===== config.mk =====
export PLATFORM = sky130hd
export DESIGN_NAME = tlic_top
export DESIGN_NICKNAME = d
export VERILOG_FILES = /design/src/rtl/tlic_pkg.sv /design/src/rtl/tlic_arb_if.sv /design/src/rtl/tlic_arbiter.sv /design/src/rtl/tlic_top.sv
export SDC_FILE = /design/constraint.sdc
export NUM_CORES = 1
export LEC_CHECK = 0
export BUFFER_PORTS_ARGS = -buffer_cell sky130_fd_sc_hd__buf_2
export CELL_PAD_IN_SITES_DETAIL_PLACEMENT = 1
export CELL_PAD_IN_SITES_GLOBAL_PLACEMENT = 2
export CORE_UTILIZATION = 37
export CTS_CLUSTER_DIAMETER = 40
export DETAILED_ROUTE_END_ITERATION = 12
export GPL_ROUTABILITY_DRIVEN = 0
export PLACE_DENSITY = 0.94
export SYNTH_ARGS = -nofsm -noshare
export SYNTH_HDL_FRONTEND = slang
export SYNTH_SLANG_ARGS = --single-unit

===== constraint.sdc =====
create_clock -name clk -period 5.6 [get_ports clk]
set_input_delay 0.56 -clock clk [delete_from_list [all_inputs] [get_ports clk]]
set_output_delay 0.56 -clock clk [all_outputs]
set_load 0.01 [all_outputs]

===== src/rtl/tlic_pkg.sv =====
// Purpose: constants for the two-level interrupt controller
// Assumes: 8-bit special function register port, 11 request sources
// Notes: source numbers follow the fixed polling order, 0 polls first
// Contract
// - The primary level register holds converter 6, timer 2 5, UART 4, timer 1 3, ext 1 2, timer 0 1, ext 0 0, where 1 means high.
// - The secondary register holds level bits for interval counter 6, supply monitor 5 and serial interface 4, where 1 means high.
// - The secondary register holds enable bits for interval counter 2, supply monitor 1 and serial interface 0.
// - Bit 7 of the primary level register and of the secondary register is not implemented and ignores writes.
// - An enabled high-level request preempts a running low-level routine at once.
// - When both levels request together, the high-level request is taken first.
// - A request never preempts a routine of its own level and waits for that routine to return.
// - Same-level requests are polled in the fixed order supply monitor, watchdog, ext 0, converter, timer 0, ext 1, timer 1, serial, UART, timer 2, interval counter.
// - On acceptance the core pushes the program counter and then loads the chosen vector.
// - Vectors are ext 0 0003, timer 0 000b, ext 1 0013, timer 1 001b, UART 0023, timer 2 002b, converter 0033, serial 003b, supply 0043, interval 0053, watchdog 005b.
// - A global enable bit gates every source, and when clear nothing is accepted.
// - The primary enable register holds one enable per primary source at the same positions as its level bit.
package tlic_pkg;
	localparam int NSRC = 11;
	// Register addresses
	localparam logic [7:0] ADDR_PRI_ENABLE = 8'ha8;
	localparam logic [7:0] ADDR_SEC_ENLVL = 8'ha9;
	localparam logic [7:0] ADDR_PRI_LEVEL = 8'hb8;
	localparam logic [7:0] ADDR_EVT_STATUS = 8'hf0;
	localparam logic [7:0] ADDR_EVT_MASK = 8'hf1;
	localparam logic [7:0] ADDR_SVC_STATE = 8'hf2;
	localparam logic [7:0] ADDR_WDT_CTRL = 8'hf3;
	localparam logic [7:0] ADDR_PENDING_LO = 8'hf4;
	localparam logic [7:0] ADDR_PENDING_HI = 8'hf5;
	// Reset values
	localparam logic [7:0] RST_PRI_ENABLE = 8'h00;
	localparam logic [7:0] RST_PRI_LEVEL = 8'h00;
	localparam logic [7:0] RST_SEC_ENLVL = 8'ha0;
	localparam logic [7:0] RST_EVT_MASK = 8'h00;
	localparam logic [1:0] RST_WDT_CTRL = 2'h0;
	// Primary enable and level field positions
	localparam int B_GLOBAL = 7;
	localparam int B_CONV = 6;
	localparam int B_TMR2 = 5;
	localparam int B_UART = 4;
	localparam int B_TMR1 = 3;
	localparam int B_EXT1 = 2;
	localparam int B_TMR0 = 1;
	localparam int B_EXT0 = 0;
	// Secondary register field positions
	localparam int B_UNIMPL = 7;
	localparam int B_TIC_LVL = 6;
	localparam int B_PSM_LVL = 5;
	localparam int B_SER_LVL = 4;
	localparam int B_TIC_EN = 2;
	localparam int B_PSM_EN = 1;
	localparam int B_SER_EN = 0;
	// Watchdog control fields
	localparam int B_WDT_EN = 0;
	localparam int B_WDT_LVL = 1;
	// Event status fields
	localparam int NEVT = 4;
	localparam int E_TAKE_LO = 0;
	localparam int E_TAKE_HI = 1;
	localparam int E_PREEMPT = 2;
	localparam int E_STRAY_RET = 3;
	// Source numbers in polling order
	localparam logic [3:0] S_PSM = 4'h0;
	localparam logic [3:0] S_WDT = 4'h1;
	localparam logic [3:0] S_EXT0 = 4'h2;
	localparam logic [3:0] S_CONV = 4'h3;
	localparam logic [3:0] S_TMR0 = 4'h4;
	localparam logic [3:0] S_EXT1 = 4'h5;
	localparam logic [3:0] S_TMR1 = 4'h6;
	localparam logic [3:0] S_SER = 4'h7;
	localparam logic [3:0] S_UART = 4'h8;
	localparam logic [3:0] S_TMR2 = 4'h9;
	localparam logic [3:0] S_TIC = 4'ha;

	typedef enum logic [1:0] {
		SVC_IDLE = 2'h0,
		SVC_LOW = 2'h1,
		SVC_NEST = 2'h3,
		SVC_HIGH = 2'h2
	} tlic_svc_t;

	function automatic logic [15:0] tlic_vector(input logic [3:0] src);
		case (src)
			S_PSM: tlic_vector = 16'h0043;
			S_WDT: tlic_vector = 16'h005b;
			S_EXT0: tlic_vector = 16'h0003;
			S_CONV: tlic_vector = 16'h0033;
			S_TMR0: tlic_vector = 16'h000b;
			S_EXT1: tlic_vector = 16'h0013;
			S_TMR1: tlic_vector = 16'h001b;
			S_SER: tlic_vector = 16'h003b;
			S_UART: tlic_vector = 16'h0023;
			S_TMR2: tlic_vector = 16'h002b;
			S_TIC: tlic_vector = 16'h0053;
			default: tlic_vector = 16'h0000;
		endcase
	endfunction
endpackage


===== src/rtl/tlic_arb_if.sv =====
// Purpose: carries gated requests to the arbiter and winners back
// Assumes: all signals on the controller clock
// Notes: purely combinational bundle
`timescale 1ns/1ps
`default_nettype none
interface tlic_arb_if import tlic_pkg::*; ();
	logic [NSRC-1:0] req;
	logic [NSRC-1:0] level;
	logic hi_any;
	logic [3:0] hi_src;
	logic lo_any;
	logic [3:0] lo_src;
	modport ctl (output req, output level, input hi_any, input hi_src, input lo_any, input lo_src);
	modport arb (input req, input level, output hi_any, output hi_src, output lo_any, output lo_src);
endinterface
`default_nettype wire


===== src/rtl/tlic_arbiter.sv =====
// Purpose: picks the first requesting source of each level
// Assumes: requests already gated by their enables
// Notes: bit 0 of the request vector polls first
`timescale 1ns/1ps
`default_nettype none
module tlic_arbiter import tlic_pkg::*; (
	// Arbitration bundle
	tlic_arb_if.arb arb
);
	logic [NSRC-1:0] hi_req;
	logic [NSRC-1:0] lo_req;

	function automatic logic [3:0] first_src(input logic [NSRC-1:0] v);
		first_src = 4'h0;
		for (int i = NSRC - 1; i >= 0; i--) begin
			if (v[i]) begin
				first_src = 4'(i);
			end
		end
	endfunction

	assign hi_req = arb.req & arb.level;
	assign lo_req = arb.req & ~arb.level;
	assign arb.hi_any = |hi_req;
	assign arb.lo_any = |lo_req;
	assign arb.hi_src = first_src(hi_req);
	assign arb.lo_src = first_src(lo_req);
endmodule
`default_nettype wire


===== src/rtl/tlic_top.sv =====
// Purpose: two-level interrupt controller beside a single-cycle core
// Assumes: request flags and core strobes come from logic on clk
// Notes: vector load follows the push by one cycle
//
// The address-and-strobe port was decided locally.
`timescale 1ns/1ps
`default_nettype none
module tlic_top import tlic_pkg::*; (
	// Clock and reset
	input wire logic clk,
	input wire logic rstn,
	// Register port
	input wire logic [7:0] reg_addr,
	input wire logic [7:0] reg_wdata,
	input wire logic reg_wr,
	input wire logic reg_rd,
	output logic [7:0] reg_rdata,
	// Peripheral request flags, polling order
	input wire logic [NSRC-1:0] src_req,
	// Core handshake
	input wire logic instr_boundary,
	input wire logic reti_exec,
	output logic pc_push,
	output logic pc_load,
	output logic pc_pop,
	output logic [15:0] vector_addr,
	output logic [3:0] vector_src,
	// Event interrupt
	output logic event_irq
);
	tlic_arb_if arb_bus ();

	// Software visible registers
	logic [7:0] pri_enable;
	logic [6:0] pri_level;
	logic [6:0] sec_enlvl;
	logic [1:0] wdt_ctrl;
	logic [NEVT-1:0] evt_status;
	logic [NEVT-1:0] evt_mask;

	// Service tracking
	tlic_svc_t svc_state;
	tlic_svc_t next_svc_state;

	// Acceptance path
	logic [NSRC-1:0] src_enable;
	logic [NSRC-1:0] src_level;
	logic global_en;
	logic busy;
	logic may_arb;
	logic accept_hi;
	logic accept_lo;
	logic accept;
	logic [3:0] accept_src;
	logic stray_ret;
	logic [NEVT-1:0] evt_set;

	// Register decode
	logic wr_pri_enable;
	logic wr_pri_level;
	logic wr_sec_enlvl;
	logic wr_wdt_ctrl;
	logic wr_evt_status;
	logic wr_evt_mask;
	logic [7:0] next_rdata;

	assign global_en = pri_enable[B_GLOBAL];

	// Per-source enables in polling order
	always_comb begin
		src_enable = '0;
		src_enable[S_PSM] = sec_enlvl[B_PSM_EN];
		src_enable[S_WDT] = wdt_ctrl[B_WDT_EN];
		src_enable[S_EXT0] = pri_enable[B_EXT0];
		src_enable[S_CONV] = pri_enable[B_CONV];
		src_enable[S_TMR0] = pri_enable[B_TMR0];
		src_enable[S_EXT1] = pri_enable[B_EXT1];
		src_enable[S_TMR1] = pri_enable[B_TMR1];
		src_enable[S_SER] = sec_enlvl[B_SER_EN];
		src_enable[S_UART] = pri_enable[B_UART];
		src_enable[S_TMR2] = pri_enable[B_TMR2];
		src_enable[S_TIC] = sec_enlvl[B_TIC_EN];
	end

	// Per-source levels, 1 selects high
	always_comb begin
		src_level = '0;
		src_level[S_PSM] = sec_enlvl[B_PSM_LVL];
		src_level[S_WDT] = wdt_ctrl[B_WDT_LVL];
		src_level[S_EXT0] = pri_level[B_EXT0];
		src_level[S_CONV] = pri_level[B_CONV];
		src_level[S_TMR0] = pri_level[B_TMR0];
		src_level[S_EXT1] = pri_level[B_EXT1];
		src_level[S_TMR1] = pri_level[B_TMR1];
		src_level[S_SER] = sec_enlvl[B_SER_LVL];
		src_level[S_UART] = pri_level[B_UART];
		src_level[S_TMR2] = pri_level[B_TMR2];
		src_level[S_TIC] = sec_enlvl[B_TIC_LVL];
	end

	assign arb_bus.req = src_req & src_enable;
	assign arb_bus.level = src_level;

	tlic_arbiter u_arbiter (
		.arb(arb_bus)
	);

	// No new vector while one is being delivered
	assign busy = pc_push | pc_load;

	// A return in the same cycle wins over arbitration
	assign may_arb = instr_boundary & global_en & ~busy & ~reti_exec;

	// High enters from idle or low; low only from idle, never ahead of high
	always_comb begin
		accept_hi = 1'b0;
		accept_lo = 1'b0;
		case (svc_state)
			SVC_IDLE: begin
				accept_hi = may_arb & arb_bus.hi_any;
				accept_lo = may_arb & arb_bus.lo_any & ~arb_bus.hi_any;
			end
			SVC_LOW: begin
				accept_hi = may_arb & arb_bus.hi_any;
				accept_lo = 1'b0;
			end
			SVC_NEST, SVC_HIGH: begin
				accept_hi = 1'b0;
				accept_lo = 1'b0;
			end
			default: begin
				accept_hi = 1'b0;
				accept_lo = 1'b0;
			end
		endcase
	end

	assign accept = accept_hi | accept_lo;
	assign accept_src = accept_hi ? arb_bus.hi_src : arb_bus.lo_src;
	assign stray_ret = reti_exec & (svc_state == SVC_IDLE);

	// Service level tracking
	always_comb begin
		next_svc_state = svc_state;
		case (svc_state)
			SVC_IDLE: begin
				if (accept_hi) begin
					next_svc_state = SVC_HIGH;
				end else if (accept_lo) begin
					next_svc_state = SVC_LOW;
				end
			end
			SVC_LOW: begin
				if (reti_exec) begin
					next_svc_state = SVC_IDLE;
				end else if (accept_hi) begin
					next_svc_state = SVC_NEST;
				end
			end
			SVC_NEST: begin
				if (reti_exec) begin
					next_svc_state = SVC_LOW;
				end
			end
			SVC_HIGH: begin
				if (reti_exec) begin
					next_svc_state = SVC_IDLE;
				end
			end
			default: begin
				next_svc_state = SVC_IDLE;
			end
		endcase
	end

	always_ff @(posedge clk or negedge rstn) begin
		if (!rstn) begin
			svc_state <= SVC_IDLE;
		end else begin
			svc_state <= next_svc_state;
		end
	end

	// Push first, then load the vector a cycle later
	always_ff @(posedge clk or negedge rstn) begin
		if (!rstn) begin
			pc_push <= 1'b0;
			pc_load <= 1'b0;
		end else begin
			pc_push <= accept;
			pc_load <= pc_push;
		end
	end

	always_ff @(posedge clk or negedge rstn) begin
		if (!rstn) begin
			vector_addr <= 16'h0000;
			vector_src <= 4'h0;
		end else if (accept) begin
			vector_addr <= tlic_vector(accept_src);
			vector_src <= accept_src;
		end
	end

	always_ff @(posedge clk or negedge rstn) begin
		if (!rstn) begin
			pc_pop <= 1'b0;
		end else begin
			pc_pop <= reti_exec & (svc_state != SVC_IDLE);
		end
	end

	// Register write decode
	function automatic logic wr_hit(
		input logic wr,
		input logic [7:0] addr,
		input logic [7:0] reg_at
	);
		wr_hit = wr & (addr == reg_at);
	endfunction

	assign wr_pri_enable = wr_hit(reg_wr, reg_addr, ADDR_PRI_ENABLE);
	assign wr_pri_level = wr_hit(reg_wr, reg_addr, ADDR_PRI_LEVEL);
	assign wr_sec_enlvl = wr_hit(reg_wr, reg_addr, ADDR_SEC_ENLVL);
	assign wr_wdt_ctrl = wr_hit(reg_wr, reg_addr, ADDR_WDT_CTRL);
	assign wr_evt_status = wr_hit(reg_wr, reg_addr, ADDR_EVT_STATUS);
	assign wr_evt_mask = wr_hit(reg_wr, reg_addr, ADDR_EVT_MASK);

	always_ff @(posedge clk or negedge rstn) begin
		if (!rstn) begin
			pri_enable <= RST_PRI_ENABLE;
		end else if (wr_pri_enable) begin
			pri_enable <= reg_wdata;
		end
	end

	// Bit 7 has no storage
	always_ff @(posedge clk or negedge rstn) begin
		if (!rstn) begin
			pri_level <= RST_PRI_LEVEL[6:0];
		end else if (wr_pri_level) begin
			pri_level <= reg_wdata[6:0];
		end
	end

	// Bit 3 is stored as written; software keeps it zero
	always_ff @(posedge clk or negedge rstn) begin
		if (!rstn) begin
			sec_enlvl <= RST_SEC_ENLVL[6:0];
		end else if (wr_sec_enlvl) begin
			sec_enlvl <= reg_wdata[6:0];
		end
	end

	always_ff @(posedge clk or negedge rstn) begin
		if (!rstn) begin
			wdt_ctrl <= RST_WDT_CTRL;
		end else if (wr_wdt_ctrl) begin
			wdt_ctrl <= reg_wdata[1:0];
		end
	end

	always_ff @(posedge clk or negedge rstn) begin
		if (!rstn) begin
			evt_mask <= RST_EVT_MASK[NEVT-1:0];
		end else if (wr_evt_mask) begin
			evt_mask <= reg_wdata[NEVT-1:0];
		end
	end

	// Controller events
	always_comb begin
		evt_set = '0;
		evt_set[E_TAKE_LO] = accept_lo;
		evt_set[E_TAKE_HI] = accept_hi;
		evt_set[E_PREEMPT] = accept_hi & (svc_state == SVC_LOW);
		evt_set[E_STRAY_RET] = stray_ret;
	end

	// Write one to clear; a new event wins over the clear
	always_ff @(posedge clk or negedge rstn) begin
		if (!rstn) begin
			evt_status <= '0;
		end else if (wr_evt_status) begin
			evt_status <= (evt_status & ~reg_wdata[NEVT-1:0]) | evt_set;
		end else begin
			evt_status <= evt_status | evt_set;
		end
	end

	always_ff @(posedge clk or negedge rstn) begin
		if (!rstn) begin
			event_irq <= 1'b0;
		end else begin
			event_irq <= |(evt_status & evt_mask);
		end
	end

	// Event registers sit in the low bits
	function automatic logic [7:0] evt_word(input logic [NEVT-1:0] v);
		evt_word = {{(8 - NEVT){1'b0}}, v};
	endfunction

	// Read data mux, unmapped addresses read zero
	always_comb begin
		next_rdata = 8'h00;
		case (reg_addr)
			ADDR_PRI_ENABLE: begin
				next_rdata = pri_enable;
			end
			ADDR_PRI_LEVEL: begin
				next_rdata = {1'b0, pri_level};
			end
			ADDR_SEC_ENLVL: begin
				next_rdata = {RST_SEC_ENLVL[B_UNIMPL], sec_enlvl};
			end
			ADDR_EVT_STATUS: begin
				next_rdata = evt_word(evt_status);
			end
			ADDR_EVT_MASK: begin
				next_rdata = evt_word(evt_mask);
			end
			ADDR_SVC_STATE: begin
				next_rdata = {vector_src, busy, 1'b0, svc_state};
			end
			ADDR_WDT_CTRL: begin
				next_rdata = {6'h00, wdt_ctrl};
			end
			ADDR_PENDING_LO: begin
				next_rdata = arb_bus.req[7:0];
			end
			ADDR_PENDING_HI: begin
				next_rdata = {5'h00, arb_bus.req[NSRC-1:8]};
			end
			default: begin
				next_rdata = 8'h00;
			end
		endcase
	end

	// Read data stands only in the cycle after the strobe
	always_ff @(posedge clk or negedge rstn) begin
		if (!rstn) begin
			reg_rdata <= 8'h00;
		end else if (reg_rd) begin
			reg_rdata <= next_rdata;
		end else begin
			reg_rdata <= 8'h00;
		end
	end
endmodule
`default_nettype wire

# Word-level counts from Yosys, hierarchy flattened
# Memories as Yosys holds them, arrays and structs flattened. A register that Yosys moved wholly into a read port is not among the register bits.
# Index checks and enable logic that the tools add are counted.
dict set report totals {
  romBits 96
  output_inout_bits 32
  inputBits 33
  regBits 66
  mem_count 1
}
dict set report op_classes {
  bitwise 29
  n_reduce_logical 10
  n_eq_ne 16
  muxes 35
}
# name depth word_bits rd rd_ports_with_merged_regs write_ports line_no
set mem_list {}
lappend mem_list {{(name not given)} 16 6 1 1 0 tlic_pkg.sv:82} ;# case (src)
# cell count
set op_table {}
lappend op_table {{$mux 4} 24}
lappend op_table {{$eq 8x8->1 const B} 9}
lappend op_table {{$pmux 8 s9} 1}
lappend op_table {{$and 11x11->11} 3}
lappend op_table {{$reduce_or 11->1} 2}
lappend op_table {{$and 1x1->1} 15}
lappend op_table {{$mux 2} 6}
lappend op_table {{$not 11->11} 1}
lappend op_table {{$and 4x4->4} 2}
lappend op_table {{$mux 8} 1}
lappend op_table {{$or 4x4->4} 2}
lappend op_table {{$pmux 2 s4} 1}
lappend op_table {{$ne 3x3->1 const B} 2}
lappend op_table {{$eq 2x2->1 const B} 2}
lappend op_table {{$ne 2x2->1 const B} 2}
lappend op_table {{$not 4->4} 1}
lappend op_table {{$pmux 1 s2} 2}
lappend op_table {{$reduce_and 4->1} 1}
lappend op_table {{$reduce_or 2->1} 2}
lappend op_table {{$reduce_or 4->1} 1}
lappend op_table {{$not 1->1} 3}
lappend op_table {{$reduce_or 3->1} 1}
lappend op_table {{$eq 2x1->1 const B} 1}
lappend op_table {{$logic_not 2->1} 1}
lappend op_table {{other kinds (3)} 4}

# Longest topological paths before layout
dict set report logic_depth {
  ltp_word 14
  depth_mapped 9
  ltp_nobuf 8
}

# By module
# A second synthesis with hierarchy kept.
dict set report unflattened {
  hier_cells 349
  area_unflattened_um2 3472.1
}
# module area_each_um2 seq_area_each_um2 cells_per_inst n_inst
set modules_own_cells {}
lappend modules_own_cells {tlic_top 3129.3 1377.6 294 1}
lappend modules_own_cells {tlic_arbiter 342.8 0.0 55 1}

# Worst setup path after synthesis
# OpenSTA, ideal clock, no wires.
dict set report synth_path {
  path_kind {input -> register}
  startpoint {in reg_addr[1]}
  endpoint {reg pri_level[1]}
  required_time_ns 5.472
  setup_ns 0.128
  cell_stages 7
  arrival_ns 1.971
  slack_ns 3.501
  path_cell_list {buf_2 nand2b_1 nor4_2 nand2_1 or3_1 clkbuf_1 mux2_1}
}
dict set report synth_via {
  elab_chain_cells 2
}
# element line_no
set synth_rtl {}
lappend synth_rtl {{start, declared} tlic_top.sv:13} ;# input wire logic [7:0] reg_addr,
lappend synth_rtl {{$eq 8x8->1} tlic_top.sv:219} ;# wr_hit = wr & (addr == reg_at);
lappend synth_rtl {{$and 1x1->1} tlic_top.sv:219}
lappend synth_rtl {{end signal, assigned} tlic_top.sv:240} ;# pri_level <= RST_PRI_LEVEL[6:0];
lappend synth_rtl {{end signal, assigned} tlic_top.sv:242} ;# pri_level <= reg_wdata[6:0];
lappend synth_rtl {{end, declared} tlic_top.sv:35} ;# logic [6:0] pri_level;
# Every way passes these cells.
# A chain may end at the register's enable or synchronous reset.

# Final worst setup path
dict set report layout_path {
  startpoint {in reg_addr[1]}
  endpoint {reg pri_enable[0]}
}
dict set report layout_via {
  elab_chain_cells 2
}
# element line_no
set layout_rtl {}
lappend layout_rtl {{$eq 8x8->1} tlic_top.sv:219}
lappend layout_rtl {{$and 1x1->1} tlic_top.sv:219}
lappend layout_rtl {{end signal, assigned} tlic_top.sv:233} ;# pri_enable <= reg_wdata;
lappend layout_rtl {{end, declared} tlic_top.sv:34} ;# logic [7:0] pri_enable;
# Every way passes these cells.

==> flow_metrics.py <==
metrics = {
    "status": {
        "status": "completed",
    },
    "route": {
        "wl_per_cell_um": 19.2,
        "wl_mm": 9.01,
        "vias": 2642,
        "via_per_inst": 5.63,
        "drc": 0,
        "drtIter0Drc": 121,
        "first_pass_iters": 5,
        "ant_nets": 0,
    },
    "global_routing": {
        "antenna_found_initial": 0,
        "grt_max_degree": 56,
        "grt_overflow": 0,
        "grt_pass1_vias": 2618,
        "grt_pass1_wl_mm": 14.2,
        "grtUsageTotal_pct": 21.4,
    },
    "finish": {
        "final_cell_mix": "dfrtp_1, buf_2, nand2_1, mux2_2, nor2_1",
        "layout.nets": 396,
        "drive_gt1_share_pct": 31.6,
        "fin_util_pct": 43.6,
        "area_growth_pct": 13.2,
        "antennaDiodeCount": 0,
        "fin_cells": 469,
    },
    "clock_tree": {
        "clockBufferDepth": 2,
        "post_cts_buffers": 0,
        "cts_tree": "yes",
        "cts_root_buf": "clkbuf_8",
        "ctsHoldBuffers": 0,
        "numCtsBuffers": 5,
        "cts.repair.resized": 0,
        "clk_pin_slew_worst_paths_ns": 0.10,
        "insertion_delay_ns": 0.32,
        "h-tree-depth": 2,
        "clkSinkCount": 55,
    },
    "yosys": {
        "synthAdderAreaFrac_pct": 0,
        "synth-compound-area-share_pct": 15.3,
        "synth.area.top_cells": "dfrtp_1, mux2_2, nand2_1",
        "synth-seq-cells": 55,
        "synth-edff-count": 0,
        "synthMuxAreaShare_pct": 13.2,
        "yosysTopAreaCellShare_pct": 42.3,
        "synth-xor-area-share_pct": 0.274,
        "synth_cell_types": 64,
        "ys.flop_type": "dfrtp_1",
        "yosys_warnings": 0,
        "synth_simple_gate_area_share_pct": 23.0,
        "async_flop_share_pct": 100,
        "syn-cell-area_sq_um": 3200,
        "postSynthAreaPerCell_sq_um": 10.2,
        "synth_top_cell_by_area": "dfrtp_1",
        "syn-instance-count": 314,
        "synth_top_family_by_area": "simple AND/OR/NAND/NOR gates",
        "yosysSeqAreaShare_pct": 43.1,
    },
    "timing": {
        "setup_tns_ns": 0,
        "layout_setup_ws_ns": 2.98,
        "finalSetupViolCount": 0,
        "max_freq_mhz": 382,
        "max_slew_margin_pct": 34.8,
        "clock_skew_ns": 0.00947,
        "slew_violations": 0,
        "worst_pin_slew_ns": 0.970,
        "rsz0062_at_grt": "no",
        "hold_viol_final": 0,
        "post-route-min-period_ns": 2.62,
        "fin_crit_sh_pct": 46.7,
    },
    "power": {
        "powerDensity_nw_per_um2": 224,
        "peakVddDrop_uv": 121,
        "p_leak_uw": 0.00174,
    },
    "setup_path": {
        "worstPathRequired_ns": 5.80,
        "worstSetupEndpointType": "register",
        "startpoint_type": "primary input",
        "crit_slowest_cell": "nor4_2",
        "reg2reg_from": "sec_enlvl[5]",
        "cpPeakStageDelay_ns": 0.80,
        "crit_type": "in2reg",
        "cp_max_fo": 11,
        "path_cells": "buf_2 -> nand2b_1 -> nor4_2 -> nand2_1 -> nor3_2 -> mux2_2",
        "cp.arrival_ns": 2.82,
        "critPathLaunch": "reg_addr[1]",
    },
    "floorplanning": {
        "rows": 33,
        "num_io_pins": 65,
        "start_util_pct": 38.5,
        "fp.dieH_um": 94.9,
        "die-area_sq_um": 9010,
        "coreArea_sq_um": 8300,
        "fp.dieW_um": 94.9,
    },
    "flow_run": {
        "drv_cap": 0,
    },
    "placement": {
        "place_ws_ns": 2.62,
        "dpl.hpwl_mm": 7.19,
        "dp_cells": 461,
        "io_buffers": 54,
    },
    "hold_path": {
        "hold_class": "in2async",
    },
}
==> final timing paths <==
kind / end / slack [ns] / cells after the start
worst max-delay path: pri_enable[0] / 2.98 / 6
worst min-delay path: pri_level[5] / 0.36 / 2
worst max register to register: vector_addr[5] / 3.22 / 8
worst min register to register: pc_load / 0.46 / 0
max in group asynchronous: reg_rdata[4] / 4.80 / 2
min in group clk: pc_load / 0.46 / 0
==> critical path, delay by kind of cell <==
family	cells	cell delay, ns
buffers and inverters	1	0.16
AND/OR/NAND/NOR	4	1.69
multiplexers	1	0.41
==> final cells by class <==
| cell class | instances | area (sq um) |
|---|---|---|
| inverter | 5 | 21.3 |
| tap | 105 | 131 |
| fill | 960 | 4680 |
| sequential | 55 | 1380 |
| clock buffer | 6 | 82.6 |
| timing repair buffer | 55 | 278 |
| multi-input combinational | 241 | 1690 |
| clock inverter | 2 | 35.0 |
==> routing by layer <==
metal  vias to the layer above  GRT usage (%)  wire (um)
li1                       1236              -          -
met1                      1322           29.4       4080
met2                        68           34.9       4310
met3                        16           3.14        441
met4                         0           5.93        177
met5                         -              0          0
==> cell families (layout without fill, tap and decap cells) <==
group                     after synthesis  after routing
and+or+nand+nor                       123            123
muxes                                  38             38
DFF                                    55             55
other                                   1             10
xor gates and xnor gates                1              1
buffers and inverters                  27             68
AOI/OAI and AO/OA                      69             69
==> Yosys cell counts, types with 3 or more instances <==
master / instances
nor2b_1: 7
mux2_2: 25
mux2i_1: 9
nand3b_1: 9
nand3_1: 6
a21oi_1: 10
a32oi_1: 5
o21ai_0: 14
or3_1: 3
and3_1: 5
clkbuf_1: 5
and2_1: 3
inv_1: 4
dfrtp_1: 54
nand4_1: 3
o211ai_1: 3
mux2_1: 3
nand3_2: 9
a31oi_1: 6
a22oi_1: 7
nand2_1: 43
nor2_1: 16
buf_4: 12
==> sequential cells by signal, summed over array words and instances (netlist names) <==
signal	count
event_irq	1
evt_mask	4
evt_status	4
pc_load	1
pc_pop	1
pc_push	1
pri_enable	8
pri_level	7
reg_rdata	8
sec_enlvl	7
svc_state	2
vector_addr	5
vector_src	4
wdt_ctrl	2
==> power breakdown <==
| part | leakage [uW] | internal (uW) | switching (uW) |
|---|---|---|---|
| clock network | 0.0000612 | 145 | 129 |
| registers | 0.000753 | 413 | 19.0 |
| logic | 0.000925 | 41.7 | 61.3 |
==> metrics by stage <==
step	area (sq um)	hold WS, ns	total power, uW
finish	3620	0.358	809
global route	3620	0.411	844
CTS	3620	0.393	814
detailed placement	3500	0.435	544
global placement	3500	0.418	539
floorplan	3230	0.264	499
(Power assumes the default switching activity.)
